--- src/rtl/fpx_consts.svh ---
// timing constants and sizes of the front-panel crosspoint controller
`ifndef FPX_CONSTS_SVH
`define FPX_CONSTS_SVH
`define FPX_CLK_PERIOD_NS 10
`define FPX_CYC_PER_MS (1000000 / `FPX_CLK_PERIOD_NS)
`define FPX_LOCK_HOLD_MS 3000
`define FPX_MODE_HOLD_MS 2000
`define FPX_IDLE_MS 3000
`define FPX_BLINK_MS 250
`define FPX_DEBOUNCE_MS 10
`define FPX_N_SRC 6
`define FPX_N_DST 2
`endif

--- src/rtl/fpx_pkg.sv ---
// types shared by the front-panel crosspoint controller
package fpx_pkg;
  // power-up sequencing states
  typedef enum logic [1:0] {
    FPX_BOOT_TEST = 2'b00,
    FPX_BOOT_LOAD = 2'b01,
    FPX_BOOT_RUN = 2'b10,
    FPX_BOOT_FAIL = 2'b11
  } fpx_boot_t;
endpackage

--- src/rtl/fpx_btn_if.sv ---
// debounced button levels and edge pulses between debouncer and panel logic
`timescale 1ns/100ps
interface fpx_btn_if #(parameter int W = 10);
  logic [W-1:0] lvl;
  logic [W-1:0] press;
  logic [W-1:0] rel;
  modport drv (output lvl, output press, output rel);
  modport use_side (input lvl, input press, input rel);
endinterface

--- src/rtl/fpx_debounce.sv ---
// shared-tick button debouncer producing levels and press/release pulses
`timescale 1ns/100ps
module fpx_debounce #(
  parameter int W = 10,
  parameter int DB_CYC = 1000000
) (
  input wire logic i_sys_clk, // system clock
  input wire logic i_rst_n, // async reset, active low
  input wire logic [W-1:0] i_raw, // raw button levels, high = pressed
  fpx_btn_if.drv bus // debounced outputs
);
  logic [31:0] tick_cnt_r;
  logic tick;
  logic [W-1:0] samp_r;
  logic [W-1:0] lvl_r;
  logic [W-1:0] lvl_nxt;

  // ----------------------------------------
  // sample tick
  // ----------------------------------------
  // one shared counter keeps area small; every button sees the same window
  assign tick = (tick_cnt_r == 32'(DB_CYC - 1));
  always_ff @(posedge i_sys_clk or negedge i_rst_n) begin
    if (!i_rst_n) begin
      tick_cnt_r <= 32'h0;
    end else if (tick) begin
      tick_cnt_r <= 32'h0;
    end else begin
      tick_cnt_r <= tick_cnt_r + 32'h1;
    end
  end

  // accept a level only after two agreeing samples one tick apart
  assign lvl_nxt = tick ? ((i_raw & samp_r) | (lvl_r & (i_raw | samp_r))) : lvl_r;
  always_ff @(posedge i_sys_clk or negedge i_rst_n) begin
    if (!i_rst_n) begin
      samp_r <= '0;
      lvl_r <= '0;
      bus.lvl <= '0;
      bus.press <= '0;
      bus.rel <= '0;
    end else begin
      if (tick) begin
        samp_r <= i_raw;
      end
      lvl_r <= lvl_nxt;
      bus.lvl <= lvl_nxt;
      bus.press <= lvl_nxt & ~lvl_r;
      bus.rel <= ~lvl_nxt & lvl_r;
    end
  end
endmodule

--- src/rtl/fpx_panel.sv ---
// front-panel crosspoint controller: buttons, lamps, modes, boot restore
`timescale 1ns/100ps
`include "fpx_consts.svh"
module fpx_panel #(
  parameter int N_SRC = `FPX_N_SRC,
  parameter int N_DST = `FPX_N_DST,
  parameter int LOCK_HOLD_CYC = `FPX_LOCK_HOLD_MS * `FPX_CYC_PER_MS,
  parameter int MODE_HOLD_CYC = `FPX_MODE_HOLD_MS * `FPX_CYC_PER_MS,
  parameter int IDLE_CYC = `FPX_IDLE_MS * `FPX_CYC_PER_MS,
  parameter int BLINK_CYC = `FPX_BLINK_MS * `FPX_CYC_PER_MS,
  parameter int DB_CYC = `FPX_DEBOUNCE_MS * `FPX_CYC_PER_MS,
  localparam int SW = (N_SRC > 1) ? $clog2(N_SRC) : 1,
  localparam int DW = (N_DST > 1) ? $clog2(N_DST) : 1,
  localparam int NVW = N_DST * (SW + 1) + 2
) (
  input wire logic i_sys_clk, // system clock, 100 MHz
  input wire logic i_rst_n, // async reset, active low
  input wire logic [N_SRC-1:0] i_src_btn, // source buttons, high = pressed
  input wire logic [N_DST-1:0] i_dst_btn, // destination buttons
  input wire logic i_take_btn, // take button
  input wire logic i_lock_btn, // panel lock button
  input wire logic [N_DST-1:0] i_dst_lock, // destination lock flags
  input wire logic i_rem_vld, // remote crosspoint command strobe
  input wire logic [DW-1:0] i_rem_dst, // remote destination index
  input wire logic [SW-1:0] i_rem_src, // remote source index
  input wire logic i_rem_mute, // remote mute request
  input wire logic i_selftest_done, // self-test finished
  input wire logic i_hw_fail, // self-test found a fault
  input wire logic i_nv_rd_vld, // stored settings valid
  input wire logic [NVW-1:0] i_nv_rd_data, // stored settings image
  output logic o_nv_rd_req, // request stored settings
  output logic o_nv_wr_en, // store new settings image
  output logic [NVW-1:0] o_nv_wr_data, // settings image to store
  output fpx_pkg::fpx_boot_t o_boot_state, // power-up state
  output logic o_booting, // booting message on
  output logic o_error, // error message on
  output logic [N_SRC-1:0] o_src_lamp, // source lamps
  output logic [N_DST-1:0] o_dst_lamp, // destination lamps
  output logic o_take_lamp, // take lamp, green
  output logic o_lock_lamp, // lock lamp, red
  output logic [N_DST-1:0][SW-1:0] o_xp_src, // connected source per destination
  output logic [N_DST-1:0] o_xp_mute // destination muted
);
  import fpx_pkg::*;
  localparam int NB = N_SRC + N_DST + 2;

  fpx_btn_if #(.W(NB)) btn ();
  fpx_boot_t boot_r;
  logic run;
  logic act;
  logic panel_lock_r;
  logic immediate_r;
  logic [31:0] lock_cnt_r;
  logic lock_fired_r;
  logic [31:0] mode_cnt_r;
  logic mode_fired_r;
  logic [31:0] idle_cnt_r;
  logic [31:0] blink_cnt_r;
  logic blink_r;
  logic idle_exp;
  logic [N_SRC-1:0] src_rel;
  logic [N_DST-1:0] dst_rel;
  logic any_press;
  logic take_short;
  logic sel_vld_r;
  logic [SW-1:0] sel_src_r;
  logic [N_DST-1:0] presel_r;
  logic view_vld_r;
  logic [DW-1:0] view_dst_r;
  logic commit;
  logic imm_sw;
  logic [SW-1:0] src_idx;
  logic [DW-1:0] dst_idx;
  logic [N_DST-1:0][SW-1:0] xp_src_r;
  logic [N_DST-1:0][SW-1:0] xp_src_nxt;
  logic [N_DST-1:0] xp_mute_r;
  logic [N_DST-1:0] xp_mute_nxt;
  logic [N_SRC-1:0] src_lamp_nxt;
  logic [N_DST-1:0] dst_lamp_nxt;

  // lowest set bit of a button vector
  function automatic logic [7:0] first_idx(input logic [15:0] v);
    logic [7:0] idx;
    idx = 8'h00;
    for (int i = 15; i >= 0; i--) begin
      if (v[i]) begin
        idx = 8'(i);
      end
    end
    return idx;
  endfunction

  // settings image: lock, mode, mutes, sources
  function automatic logic [NVW-1:0] pack(input logic lk, input logic md,
      input logic [N_DST-1:0] mu, input logic [N_DST-1:0][SW-1:0] sr);
    return {lk, md, mu, sr};
  endfunction

  // widen per-destination flags so they cover each destination's source field
  function automatic logic [N_DST-1:0][SW-1:0] lock_span(input logic [N_DST-1:0] m);
    logic [N_DST-1:0][SW-1:0] s;
    s = '0;
    for (int d = 0; d < N_DST; d++) begin
      s[d] = {SW{m[d]}};
    end
    return s;
  endfunction

  // ----------------------------------------
  // buttons
  // ----------------------------------------
  fpx_debounce #(.W(NB), .DB_CYC(DB_CYC)) u_db (
    .i_sys_clk(i_sys_clk),
    .i_rst_n(i_rst_n),
    .i_raw({i_lock_btn, i_take_btn, i_dst_btn, i_src_btn}),
    .bus(btn.drv)
  );

  // actions are taken on release; buttons other than lock count only when unlocked and running
  assign run = (boot_r == FPX_BOOT_RUN);
  assign act = run && !panel_lock_r;
  assign src_rel = act ? btn.rel[N_SRC-1:0] : '0;
  assign dst_rel = act ? btn.rel[N_SRC+N_DST-1:N_SRC] : '0;
  assign any_press = act && (|btn.press[N_SRC+N_DST:0]);
  assign take_short = act && btn.rel[N_SRC+N_DST] && !mode_fired_r;
  assign src_idx = SW'(first_idx(16'(src_rel)));
  assign dst_idx = DW'(first_idx(16'(dst_rel)));

  // ----------------------------------------
  // power-up sequencing
  // ----------------------------------------
  always_ff @(posedge i_sys_clk or negedge i_rst_n) begin
    if (!i_rst_n) begin
      boot_r <= FPX_BOOT_TEST;
      o_nv_rd_req <= 1'b0;
    end else begin
      o_nv_rd_req <= 1'b0;
      case (boot_r)
        FPX_BOOT_TEST: begin
          if (i_selftest_done && i_hw_fail) begin
            boot_r <= FPX_BOOT_FAIL;
          end else if (i_selftest_done) begin
            boot_r <= FPX_BOOT_LOAD;
            o_nv_rd_req <= 1'b1;
          end
        end
        FPX_BOOT_LOAD: begin
          if (i_nv_rd_vld) begin
            boot_r <= FPX_BOOT_RUN;
          end
        end
        FPX_BOOT_RUN: boot_r <= FPX_BOOT_RUN;
        FPX_BOOT_FAIL: boot_r <= FPX_BOOT_FAIL;
        default: boot_r <= FPX_BOOT_FAIL;
      endcase
    end
  end

  // ----------------------------------------
  // lock and mode holds
  // ----------------------------------------
  // lock hold is watched even while locked, otherwise nothing could unlock
  always_ff @(posedge i_sys_clk or negedge i_rst_n) begin
    if (!i_rst_n) begin
      lock_cnt_r <= 32'h0;
      lock_fired_r <= 1'b0;
      panel_lock_r <= 1'b0;
    end else if (boot_r == FPX_BOOT_LOAD && i_nv_rd_vld) begin
      panel_lock_r <= i_nv_rd_data[NVW-1];
    end else if (!run || !btn.lvl[NB-1]) begin
      lock_cnt_r <= 32'h0;
      lock_fired_r <= 1'b0;
    end else if (!lock_fired_r) begin
      if (lock_cnt_r == 32'(LOCK_HOLD_CYC - 1)) begin
        panel_lock_r <= !panel_lock_r;
        lock_fired_r <= 1'b1;
      end else begin
        lock_cnt_r <= lock_cnt_r + 32'h1;
      end
    end
  end

  // the fired flag survives to the release so that release is not a take
  always_ff @(posedge i_sys_clk or negedge i_rst_n) begin
    if (!i_rst_n) begin
      mode_cnt_r <= 32'h0;
      mode_fired_r <= 1'b0;
      immediate_r <= 1'b0;
    end else if (boot_r == FPX_BOOT_LOAD && i_nv_rd_vld) begin
      immediate_r <= i_nv_rd_data[NVW-2];
    end else if (!act || !btn.lvl[N_SRC+N_DST]) begin
      mode_cnt_r <= 32'h0;
      mode_fired_r <= 1'b0;
    end else if (!mode_fired_r) begin
      if (mode_cnt_r == 32'(MODE_HOLD_CYC - 1)) begin
        immediate_r <= !immediate_r;
        mode_fired_r <= 1'b1;
      end else begin
        mode_cnt_r <= mode_cnt_r + 32'h1;
      end
    end
  end

  // ----------------------------------------
  // idle timer and blink
  // ----------------------------------------
  assign idle_exp = (idle_cnt_r == 32'(IDLE_CYC - 1));
  always_ff @(posedge i_sys_clk or negedge i_rst_n) begin
    if (!i_rst_n) begin
      idle_cnt_r <= 32'h0;
    end else if (any_press || !(sel_vld_r || view_vld_r) || idle_exp) begin
      idle_cnt_r <= 32'h0;
    end else begin
      idle_cnt_r <= idle_cnt_r + 32'h1;
    end
  end

  always_ff @(posedge i_sys_clk or negedge i_rst_n) begin
    if (!i_rst_n) begin
      blink_cnt_r <= 32'h0;
      blink_r <= 1'b0;
    end else if (blink_cnt_r == 32'(BLINK_CYC - 1)) begin
      blink_cnt_r <= 32'h0;
      blink_r <= !blink_r;
    end else begin
      blink_cnt_r <= blink_cnt_r + 32'h1;
    end
  end

  // ----------------------------------------
  // pending selection and view
  // ----------------------------------------
  assign commit = take_short && !immediate_r && sel_vld_r;
  assign imm_sw = immediate_r && view_vld_r && (|src_rel) && !i_dst_lock[view_dst_r];

  always_ff @(posedge i_sys_clk or negedge i_rst_n) begin
    if (!i_rst_n) begin
      sel_vld_r <= 1'b0;
      sel_src_r <= '0;
      presel_r <= '0;
      view_vld_r <= 1'b0;
      view_dst_r <= '0;
    end else if (!act || commit || mode_fired_r || (idle_exp && !immediate_r)) begin
      sel_vld_r <= 1'b0;
      presel_r <= '0;
      view_vld_r <= 1'b0;
    end else if (immediate_r) begin
      sel_vld_r <= 1'b0;
      presel_r <= '0;
      if (|dst_rel) begin
        view_vld_r <= 1'b1;
        view_dst_r <= dst_idx;
      end
    end else if (|src_rel) begin
      sel_vld_r <= 1'b1;
      sel_src_r <= src_idx;
      presel_r <= '0;
      view_vld_r <= 1'b0;
    end else if ((|dst_rel) && sel_vld_r) begin
      presel_r <= presel_r ^ (dst_rel & ~i_dst_lock);
    end else if (|dst_rel) begin
      view_vld_r <= 1'b1;
      view_dst_r <= dst_idx;
    end
  end

  // ----------------------------------------
  // crosspoint state
  // ----------------------------------------
  // remote commands follow panel changes, so they win on a shared destination
  always_comb begin
    xp_src_nxt = xp_src_r;
    xp_mute_nxt = xp_mute_r;
    if (commit) begin
      for (int d = 0; d < N_DST; d++) begin
        if (presel_r[d] && !i_dst_lock[d]) begin
          if (!xp_mute_r[d] && xp_src_r[d] == sel_src_r) begin
            xp_mute_nxt[d] = 1'b1;
          end else begin
            xp_src_nxt[d] = sel_src_r;
            xp_mute_nxt[d] = 1'b0;
          end
        end
      end
    end
    if (imm_sw) begin
      xp_src_nxt[view_dst_r] = src_idx;
      xp_mute_nxt[view_dst_r] = 1'b0;
    end
    if (run && i_rem_vld && 32'(i_rem_dst) < 32'(N_DST)) begin
      xp_src_nxt[i_rem_dst] = i_rem_src;
      xp_mute_nxt[i_rem_dst] = i_rem_mute;
    end
  end

  always_ff @(posedge i_sys_clk or negedge i_rst_n) begin
    if (!i_rst_n) begin
      xp_src_r <= '0;
      xp_mute_r <= '1;
    end else if (boot_r == FPX_BOOT_LOAD && i_nv_rd_vld) begin
      xp_src_r <= i_nv_rd_data[N_DST*SW-1:0];
      xp_mute_r <= i_nv_rd_data[NVW-3 -: N_DST];
    end else begin
      xp_src_r <= xp_src_nxt;
      xp_mute_r <= xp_mute_nxt;
    end
  end

  // each settled change is saved; the store is hidden from preset logic
  always_ff @(posedge i_sys_clk or negedge i_rst_n) begin
    if (!i_rst_n) begin
      o_nv_wr_en <= 1'b0;
      o_nv_wr_data <= '0;
    end else begin
      o_nv_wr_en <= run && (pack(panel_lock_r, immediate_r, xp_mute_r, xp_src_r) !=
          o_nv_wr_data);
      o_nv_wr_data <= pack(panel_lock_r, immediate_r, xp_mute_r, xp_src_r);
    end
  end

  // ----------------------------------------
  // lamps and outputs
  // ----------------------------------------
  always_comb begin
    src_lamp_nxt = '0;
    dst_lamp_nxt = '0;
    if (act && sel_vld_r) begin
      src_lamp_nxt[sel_src_r] = 1'b1;
      for (int d = 0; d < N_DST; d++) begin
        dst_lamp_nxt[d] = presel_r[d] ? blink_r :
            (!xp_mute_r[d] && xp_src_r[d] == sel_src_r);
      end
    end else if (act && view_vld_r) begin
      dst_lamp_nxt[view_dst_r] = 1'b1;
      if (!xp_mute_r[view_dst_r] && 32'(xp_src_r[view_dst_r]) < 32'(N_SRC)) begin
        src_lamp_nxt[xp_src_r[view_dst_r]] = 1'b1;
      end
    end
  end

  always_ff @(posedge i_sys_clk or negedge i_rst_n) begin
    if (!i_rst_n) begin
      o_src_lamp <= '0;
      o_dst_lamp <= '0;
      o_take_lamp <= 1'b0;
      o_lock_lamp <= 1'b0;
      o_xp_src <= '0;
      o_xp_mute <= '1;
      o_boot_state <= FPX_BOOT_TEST;
      o_booting <= 1'b1;
      o_error <= 1'b0;
    end else begin
      o_src_lamp <= src_lamp_nxt;
      o_dst_lamp <= dst_lamp_nxt;
      o_take_lamp <= run && immediate_r;
      o_lock_lamp <= run && panel_lock_r;
      o_xp_src <= xp_src_r;
      o_xp_mute <= xp_mute_r;
      o_boot_state <= boot_r;
      o_booting <= (boot_r == FPX_BOOT_TEST) || (boot_r == FPX_BOOT_LOAD);
      o_error <= (boot_r == FPX_BOOT_FAIL);
    end
  end

  // ----------------------------------------
  // checks
  // ----------------------------------------
  lock_block_a: assert property (@(posedge i_sys_clk) disable iff (!i_rst_n)
    run && panel_lock_r && !i_rem_vld |=> $stable(xp_src_r) && $stable(xp_mute_r)
      && o_src_lamp == '0 && o_dst_lamp == '0 && o_lock_lamp)
    else $error("panel lock did not block buttons");
  lock_hold_a: assert property (@(posedge i_sys_clk) disable iff (!i_rst_n)
    run && btn.lvl[NB-1] && !lock_fired_r && lock_cnt_r == 32'(LOCK_HOLD_CYC - 1)
      |=> panel_lock_r != $past(panel_lock_r))
    else $error("lock hold did not toggle lock");
  remote_a: assert property (@(posedge i_sys_clk) disable iff (!i_rst_n)
    run && i_rem_vld && 32'(i_rem_dst) < 32'(N_DST)
      |=> xp_src_r[$past(i_rem_dst)] == $past(i_rem_src)
      && xp_mute_r[$past(i_rem_dst)] == $past(i_rem_mute))
    else $error("remote command not applied");
  take_lamp_a: assert property (@(posedge i_sys_clk) disable iff (!i_rst_n)
    run && $changed(immediate_r) |=> o_take_lamp == immediate_r)
    else $error("take lamp does not follow mode");
  mode_hold_a: assert property (@(posedge i_sys_clk) disable iff (!i_rst_n)
    act && btn.lvl[N_SRC+N_DST] && !mode_fired_r && mode_cnt_r == 32'(MODE_HOLD_CYC - 1)
      |=> immediate_r != $past(immediate_r) ##1 !take_short)
    else $error("take hold did not toggle mode");
  defer_a: assert property (@(posedge i_sys_clk) disable iff (!i_rst_n)
    run && !immediate_r && !commit && !i_rem_vld |=> $stable(xp_src_r) && $stable(xp_mute_r))
    else $error("deferred mode changed crosspoint without take");
  idle_a: assert property (@(posedge i_sys_clk) disable iff (!i_rst_n)
    act && !immediate_r && idle_exp && sel_vld_r |=> !sel_vld_r && presel_r == '0
      ##1 o_src_lamp == '0 && o_dst_lamp == '0)
    else $error("idle timeout did not clear selection");
  imm_a: assert property (@(posedge i_sys_clk) disable iff (!i_rst_n)
    imm_sw && !i_rem_vld |=> xp_src_r[$past(view_dst_r)] == $past(src_idx)
      && !xp_mute_r[$past(view_dst_r)])
    else $error("immediate switch not applied");
  dst_lock_a: assert property (@(posedge i_sys_clk) disable iff (!i_rst_n)
    run && !i_rem_vld
      |=> ((xp_src_r ^ $past(xp_src_r)) & lock_span($past(i_dst_lock))) == '0
      && ((xp_mute_r ^ $past(xp_mute_r)) & $past(i_dst_lock)) == '0)
    else $error("locked destination changed from panel");
endmodule

--- config.mk ---
export PLATFORM = sky130hd
export DESIGN_NAME = fpx_panel
export DESIGN_NICKNAME = d
export VERILOG_FILES = /design/src/rtl/fpx_pkg.sv /design/src/rtl/fpx_btn_if.sv /design/src/rtl/fpx_debounce.sv /design/src/rtl/fpx_panel.sv
export VERILOG_INCLUDE_DIRS = /design/src /design/src/rtl
export SDC_FILE = /design/constraint.sdc
export NUM_CORES = 1
export LEC_CHECK = 0
export ABC_AREA = 1
export BUFFER_PORTS_ARGS = -buffer_cell sky130_fd_sc_hd__buf_2
export CAP_MARGIN = 20
export CORE_AREA = 3 3 162 164
export DETAILED_ROUTE_END_ITERATION = 7
export DIE_AREA = 0 0 165 167
export PLACE_DENSITY = 0.8
export SLEW_MARGIN = 25
export SYNTH_ARGS = -nofsm -noshare
export SYNTH_HDL_FRONTEND = slang
export SYNTH_SLANG_ARGS = --single-unit
export TNS_END_PERCENT = 5
--- constraint.sdc ---
create_clock -name i_sys_clk -period 4.1 [get_ports i_sys_clk]
set_clock_uncertainty 0.1 [all_clocks]
set_input_delay 0.82 -clock i_sys_clk [delete_from_list [all_inputs] [get_ports i_sys_clk]]
set_output_delay 0.82 -clock i_sys_clk [all_outputs]
set_load 0.01 [all_outputs]
### Yosys cells after proc, flatten, opt, wreduce, memory -nomap -nowiden

Cells that the tools add are included.

* divide/modulo/power cells: 0
* muxes and demuxes: 101
* bitwise gates (word level): 16
* $add $sub $neg: 5
* reductions and logical operators: 67
* multipliers: 0
* shift operators: 0
* equal/unequal tests: 24
* magnitude comparators: 9

Operators by type and width (number)
* 32-bit 2-to-1 mux: 9
* 32-bit by 1-bit adder with 32-bit output (second input constant): 5
* 32-bit by 29-bit == test with 1-bit output (second input constant): 2
* 6-bit 2-to-1 mux: 8
* 1-bit 2-to-1 mux: 45
* 3-bit 2-to-1 mux: 14
* 32-bit by 20-bit == test with 1-bit output (second input constant): 1
* 32-bit by 25-bit == test with 1-bit output (second input constant): 1
* 32-bit by 28-bit == test with 1-bit output (second input constant): 1
* 1-bit logical AND: 28
* 2-bit 2-to-1 mux: 14
* 10-bit AND: 2
* 10-bit OR: 2
* 9-bit AND: 2
* 9-bit NOT: 2
* 3-bit AND reduction: 6
* 1-bit logical NOT: 15
* 6-bit bitwise mux: 2
* 2-bit by 1-bit != test with 1-bit output (second input constant): 6
* 10-bit 2-to-1 mux: 1
* 10-bit != test: 1
* 2-bit != test (second input constant): 5
* 1-bit logical OR: 9
* 9-bit OR reduction: 1
* other kinds (26): 40

* word-level logic and storage cells: 258
* bits in latches: 0
* ROM bits: 0
* output and inout bits: 34
* RAM bits: 0
* input bits: 33
* memories: 0
* flip-flop bits (word level): 255

### Longest topological paths before layout

Gate-level depths: netlist (run 1).

* depth after elaboration: 14
* mapped depth: 15
* mapped depth without buffers: 14

### By module

Synthesis (run 1) repeated with hierarchy kept, for this count alone.

* cells, all modules: 2186
* area total of the unflattened synthesis: 15189.6 um2

By module, submodules not included
* fpx_panel: sequential area each 4485.6 um2, cells each 1679, instances 1, area each 11407.2 um2
* fpx_debounce: sequential area each 1801.7 um2, cells each 507, instances 1, area each 3782.4 um2

### Worst setup path after synthesis (run 1)

Ideal clock, no wire load.

* kind: flip-flop to flip-flop
* from: register boot_r[0]
* to: register xp_src_r[2] in the netlist's numbering
* setup time: 0.073 ns
* arrival: 1.725 ns
* period minus slack after synthesis: 1.899 ns
* data required time: 3.927 ns
* cell stages (with the launch flop): 15
* setup slack: 2.201 ns
* path buffers: 2
* cell sequence: dfrtp_1 -> inv_1 -> ha_1 -> inv_2 -> nor2_4 -> buf_6 -> nand2_4 -> nor2_8 -> buf_12 -> nand4_2 -> nand2_1 -> inv_1 -> nand2_1 -> nand3_1 -> a21oi_2

* longest elaborated chain between the ends: 14
* elaborated cells on any way between the ends: 25
* those cells by class: eq/ne: 2; mux: 13; reduce/logical: 10

RTL lines
* start: declaration: RTL line fpx_panel.sv:48 `fpx_boot_t boot_r;`
* start signal: assignment: RTL line fpx_panel.sv:134 `boot_r <= FPX_BOOT_TEST;`
* start signal: assignment: RTL line fpx_panel.sv:141 `boot_r <= FPX_BOOT_FAIL;`
* start signal: assignment: RTL line fpx_panel.sv:143 `boot_r <= FPX_BOOT_LOAD;`
* 2-bit == test: RTL line fpx_panel.sv:120 `assign run = (boot_r == FPX_BOOT_RUN);`
* 1-bit logical AND: RTL line fpx_panel.sv:121 `assign act = run && !panel_lock_r;`
* 6-bit 2-to-1 mux: RTL line fpx_panel.sv:122 `assign src_rel = act ? btn.rel[N_SRC-1:0] : '0;`
* 3-bit 2-to-1 mux (6 in a row): RTL line fpx_panel.sv:86 `if (v[i]) begin`
* 6-bit bitwise mux: RTL line fpx_panel.sv:287 `xp_src_nxt[view_dst_r] = src_idx;`
* 6-bit 2-to-1 mux: RTL line fpx_panel.sv:286 `if (imm_sw) begin`
* 6-bit bitwise mux: RTL line fpx_panel.sv:291 `xp_src_nxt[i_rem_dst] = i_rem_src;`
* 6-bit 2-to-1 mux: RTL line fpx_panel.sv:290 `if (run && i_rem_vld && 32'(i_rem_dst) < 32'(N_DST)) begin`
* 6-bit 2-to-1 mux (*): RTL line fpx_panel.sv:300 `end else if (boot_r == FPX_BOOT_LOAD && i_nv_rd_vld) begin`
* end signal: assignment: RTL line fpx_panel.sv:301 `xp_src_r <= i_nv_rd_data[N_DST*SW-1:0];`
* end signal: assignment: RTL line fpx_panel.sv:304 `xp_src_r <= xp_src_nxt;`
* end: declaration: RTL line fpx_panel.sv:74 `logic [N_DST-1:0][SW-1:0] xp_src_r;`

Mark *: on every way between the ends. The rest lies on a longest branch, timed or not.
A chain may end at the register's enable or synchronous reset.

### Worst setup path in the final report (run 1)

* from: register boot_r[0]
* to: register mode_cnt_r[5]

* longest elaborated chain between the ends: 6
* elaborated cells on any way between the ends: 11
* those cells by class: eq/ne: 4; mux: 1; bitwise: 1; reduce/logical: 5

RTL lines
* 2-bit == test: RTL line fpx_panel.sv:120
* 1-bit logical AND: RTL line fpx_panel.sv:121
* 1-bit logical NOT: RTL line fpx_panel.sv:191 `end else if (!act || !btn.lvl[N_SRC+N_DST]) begin`
* 1-bit logical OR: RTL line fpx_panel.sv:191
* 2-bit != test (no line) or 2-bit by 1-bit != test with 1-bit output (tied branches)
* 3-bit AND reduction (no line)
* end signal: assignment: RTL line fpx_panel.sv:199 `mode_cnt_r <= mode_cnt_r + 32'h1;`
* end: declaration: RTL line fpx_panel.sv:55 `logic [31:0] mode_cnt_r;`

Parallel ways exist; a longest one is shown, timed or not.

==> flow_summary.ini, run 1 <==
[routing]
drt-initial-drc-count = 1094
vias_per_cell = 5.443
final_antenna_net_count = 0
wirelength_mm = 36.15
vias = 13140
drt-pass1-iter-count = 5
wl_per_cell_microns = 14.97
drc = 0

[floorplan]
core_sq_um = 25040
pin_count = 67
start_util_pct = 59.28
rows = 58
die_y_microns = 167
die_w_microns = 165
dieArea_sq_um = 27560

[worst_setup_path]
critPathArrivalTime_ns = 3.54
required_ns = 4.47
r2r_end = mode_cnt_r[5]
crit_path_start_kind = flop
end_kind = flop
crit_start = boot_r[0]
reg2reg_slack_ns = 0.94
r2r_start = boot_r[0]
cp-endpoint = mode_cnt_r[5]
critPathKind = reg2reg
reg2regPathDepth = 11
cp_max_fo = 27

[synth]
avgSynthCellArea_sq_um = 7.405
synthTopCellsByCount = nand2_1, nor2_1, inv_1, dfrtp_1, nand3_1
ys_warn_count = 0
ys_async_sr_fraction_pct = 100.0
yosysSeqAreaShare_pct = 42.03
synth-simple-area-share_pct = 36.14
syn_area_sq_um = 14840
synth_cell_type_count = 51
synth.area.top_cells = dfrtp_1, nand2_1, nor2_1
synth.most_common_cell = nand2_1
yosys.area_share.adder_pct = 0.8431
synth_top_area_cell = dfrtp_1
syn_inst = 2004
ys_ff_latch = 249
yosysTopAreaCellShare_pct = 41.14
synthMuxAreaShare_pct = 0
ys.flop_type = dfrtp_1
synth_compound_area_share_pct = 6.096
syn-num-nets = 2047
synth_top_family_by_area = simple AND/OR/NAND/NOR gates
synth-edff-count = 0
synth_xor_area_share_pct = 5.607

[placed_design]
placement.io_buffers = 66
hpwlAfterDp_mm = 26.41
place_area_sq_um = 15310
placed_cells = 2362
routabilityCongestion = 0.9444

[sta]
fmax_mhz = 316.2
finalMaxSlewViolations = 0
worst_pin_slew_ns = 0.7512
hold_viol = 0
min_period_ns = 3.162
setup_viol = 0
fin_tns_setup_ns = 0
fin_crit_sh_pct = 77.12
slew_headroom_pct = 49.86
rsz0062_at_grt = false

[clock_network]
cts_made_buffers = 28
cts_repair_resize_count = 0
clock-sinks = 249
clock_latency_ns = 0.55
path_clk_slew_ns = 0.06
post_cts_buffers = 0
cts_tree = built
cts_max_path_buffers = 3
holdBufCountCts = 0
h-tree-depth = 1
cts_root_buf = clkbuf_16

[job]
cap_violations = 0

[global_routing]
grt_usage_pct = 26.36
grt_pass1_vias = 12300
grt_pass1_wl_mm = 60.09
grt-ovfl-total = 0
antenna_found_initial = 3
grt_max_degree = 113

[hold_path]
min_path_type = in2async

[pwr]
power_mw = 5.491
vdd_drop_max_uv = 341.6
power.leakage_nw = 7.699
p_per_area_nw_per_um2 = 336.5

[cells_and_area]
drive_above_1_share_pct = 11.66
stdcell_count = 2415
regArea_sq_um = 6237
multi_input_area_sq_um = 7226
design_area_sq_um = 16320
fillCellCount = 2159
final_util_pct = 65.18
syn2layout_area_growth_pct = 9.957
fin_nets = 2105

[status]
status = completed
## area by class of cell
cell class / count / share of cell area (%)
inverter: 268 / 6.203
clock buffer: 39 / 4.984
sequential: 249 / 38.22
antenna: 1 / 0.01534
clock inverter: 13 / 1.204
timing repair buffer: 73 / 2.561
tap: 330 / 2.530
multi-input combinational: 1442 / 44.28
## how the worst min path moves through the flow
stage	startpoint	to	slack [ns]
after floorplan	immediate_r	o_nv_wr_data[8]	0.25
after global placement	xp_mute_r[0]	o_xp_mute[0]	0.27
after detailed placement	xp_mute_r[0]	o_xp_mute[0]	0.27
after CTS	i_rst_n	blink_cnt_r[2]	0.13
after global routing	i_rst_n	blink_cnt_r[4]	0.14
final	i_rst_n	blink_cnt_r[4]	0.11
## registers in the layout (all words and copies together) (netlist names), 10 cells and up
name and cells:
u_db.samp_r 10, mode_cnt_r 32, blink_cnt_r 32, lock_cnt_r 32
u_db.lvl_r 10, u_db.tick_cnt_r 32, idle_cnt_r 32
## power by group
group / switching (mW) / internal [mW]
logic: 0.154 / 0.0833
registers: 0.0338 / 2.49
clock network: 1.03 / 1.69
total: 1.22 / 4.27
## metal layers
layer	up-vias	wire length, microns	global-route usage, %
met4	4	865	7.112
li1	6517	-	-
met5	-	21	0
met2	414	16560	41.56
met3	63	2276	4.229
met1	6146	16430	37.91
## critical path, cell delays in order (launching register included)
cell,delay (ns)
dfrtp_1,0.43
inv_1,0.13
ha_1,0.30
inv_2,0.09
nor2_4,0.28
nand2_2,0.27
nor2_2,0.18
nand4_2,0.14
nand2_2,0.50
buf_4,0.48
nand2_1,0.11
o21ai_2,0.07
## cell usage in the layout (no fill, tap or decap), drive strengths merged
cell type,count
a21o,3
a21oi,41
a31oi,5
a32o,2
and3,3
and3b,1
buf,73
bufinv,5
clkbuf,39
clkinv,9
clkinvlp,1
dfrtp,244
dfstp,5
diode,1
ha,10
inv,266
nand2,527
nand3,151
nand3b,2
nand4,64
nor2,313
nor3,96
nor3b,8
nor4,17
o211a,1
o211ai,3
o21a,1
o21ai,86
o22ai,3
o41ai,4
or2,6
xnor2,24
xor2,71
## per-stage QoR
step / setup slack, ns / hold slack [ns]
2_1_floorplan: 2.201 / 0.2487
5_1_grt: 0.6357 / 0.1400
3_5_place_dp: 0.9680 / 0.2726
3_3_place_gp: 1.088 / 0.2668
6_report: 0.9379 / 0.1133
4_1_cts: 0.9314 / 0.1319
## cell families (layout without fill, tap and decap cells)
kind of cell             Yosys count  count (layout)
AND/OR/NAND/NOR                 1188            1188
AO/OA/AOI/OAI                    149             149
XOR/XNOR                          95              95
adder cells (fa/ha/maj)           10              10
flip-flops                       249             249
other                              0               1
buffers and inverters            313             393
Note: power is estimated with default switching activity, not from simulation.
==> run 2: changes to the inputs <==
CORE_AREA = 3 3 166 168   (was 3 3 162 164)
DIE_AREA = 0 0 169 171   (was 0 0 165 167)
clock period = 2.74 ns   (was 4.1 ns; I/O delays follow)
==> run 2 against run 1 <==
Effect of this change:
- largest cell class unchanged
- worst hold slack got worse by 0.013 ns
- power rose by 45%
- non-clock buffer count rose by 11
- final area rose by 0.24%
- cell count rose by 0.58%
- critical path type unchanged
- count of clock-buffer cells in the layout rose by 1
- combinational power rose by 52%
- register-to-register slack got worse by 0.71 ns
- clock power rose by 40%
- first-iteration DRC count rose by 8.3%
- critical endpoint is now mode_cnt_r[14]
==> flow_summary.ini, run 2 (same netlist as run 1, synthesis figures left out) <==
[clock_network]
cts_max_path_buffers = 3
cts_made_buffers = 28
clock_latency_ns = 0.56
h-tree-depth = 1
cts_root_buf = clkbuf_16
cts_tree = built
clock-sinks = 249
path_clk_slew_ns = 0.06
post_cts_buffers = 0

[sta]
hold_viol = 0
setup_slack_ns = 0.2301
rsz0062_at_grt = false
slew_headroom_pct = 59.36
worst_pin_slew_ns = 0.6049
setup_viol = 0
min_period_ns = 2.510
fmax_mhz = 398.4
hold_slack_ns = 0.09977
fin_tns_setup_ns = 0
fin_crit_sh_pct = 91.60
finalMaxSlewViolations = 0

[routing]
drt-pass1-iter-count = 6
wirelength_mm = 37.62
wl_per_cell_microns = 15.49
drc = 0
drt-initial-drc-count = 1185
final_antenna_net_count = 0
vias = 13380
vias_per_cell = 5.510

[worst_setup_path]
required_ns = 3.13
end_kind = flop
cp_max_fo = 27
crit_path_start_kind = flop
critPathArrivalTime_ns = 2.90
r2r_start = boot_r[0]
critPathKind = reg2reg
crit_start = boot_r[0]

[pwr]
vdd_drop_max_uv = 559.8
p_per_area_nw_per_um2 = 486.8
power.leakage_nw = 7.741

[placed_design]
hpwlAfterDp_mm = 28.06
placed_cells = 2377
placement.io_buffers = 66
pre_cts_ws_ns = 0.2594
routabilityCongestion = 0.9895

[cells_and_area]
fin_nets = 2116
final_common_cell = nand2_1
drive_above_1_share_pct = 12.04
fillCellCount = 2304
most-common-layout-cells = nand2_1, nor2_1, inv_1
syn2layout_area_growth_pct = 10.22
stdcell_count = 2429

[floorplan]
die_w_microns = 169
die_y_microns = 171
dieArea_sq_um = 28900
pin_count = 67
rows = 59
core_sq_um = 26060
start_util_pct = 56.95

[status]
status = completed

[global_routing]
grt_usage_pct = 26.27
grt-ovfl-total = 0
antenna_found_initial = 1
grt_pass1_vias = 12870
grt_pass1_wl_mm = 63.02
grt_max_degree = 64

[job]
cap_violations = 0

[hold_path]
min_path_type = in2reg
hold_path.startpoint = i_hw_fail
[run 2: where the power goes]
part / total, mW / switching, mW / leakage, nW / internal (mW)
clock network: 3.81 / 1.54 / 0.466 / 2.27
logic: 0.360 / 0.231 / 4.01 / 0.130
registers: 3.79 / 0.0618 / 3.27 / 3.73
total: 7.96 / 1.83 / 7.74 / 6.13
[run 2: path summary, 6_finish.rpt]
| kind | cells past startpoint | to | slack (ns) |
|---|---|---|---|
| max | 11 | mode_cnt_r[14] | 0.23 |
| min | 2 | o_nv_rd_req | 0.1 |
| max reg2reg | 11 | mode_cnt_r[14] | 0.23 |
| min reg2reg | 0 | o_xp_mute[0] | 0.29 |
| max in group asynchronous | 3 | u_db.samp_r[6] | 1.29 |
| min in group asynchronous | 2 | blink_cnt_r[4] | 0.41 |
[run 2: worst max-delay path, cell delays in order (launching register included)]
cell and delay, ns:
dfrtp_1 0.43, inv_1 0.15, ha_1 0.22, inv_2 0.07, nor2_4 0.31, nand2_2 0.14, nor2_2 0.14, nand4_2 0.14
nand2_2 0.12, buf_4 0.38, nand2_1 0.14, nand2_1 0.10
[run 2: timing repair]
action                                  CTS  global route
endpoints found under the setup margin    0            22
hold endpoints to repair                 48             0
hold buffers                              1             0
resized for setup                         0             1
[run 2: metal layers]
metal | GRT usage (%) | vias up | wire length [microns]
met5 | 0 | - | 0
met4 | 8.680 | 0 | 1235
li1 | - | 6540 | -
met1 | 35.64 | 6275 | 16470
met3 | 3.212 | 109 | 2218
met2 | 44.23 | 460 | 17690
[run 2: stage by stage]
| stage | utilization (%) | cell area (sq um) | power [mW] |
|---|---|---|---|
| 2_1_floorplan | - | 14840 | 4.015 |
| 3_3_place_gp | 59.10 | 15400 | 4.207 |
| 3_5_place_dp | 59.10 | 15400 | 4.218 |
| 4_1_cts | 62.74 | 16350 | 8.042 |
| 5_1_grt | 62.77 | 16360 | 8.243 |
| 6_report | 62.77 | 16360 | 7.963 |
[run 2: final cells by class]
class | instances | area [sq um] | share of cell area, %
multi-input combinational | 1442 | 7231 | 44.21
sequential | 249 | 6237 | 38.13
inverter | 268 | 1012 | 6.188
clock buffer | 40 | 825.8 | 5.049
timing repair buffer | 84 | 515.5 | 3.152
tap | 335 | 419.2 | 2.563
clock inverter | 10 | 113.9 | 0.6961
antenna | 1 | 2.502 | 0.01530
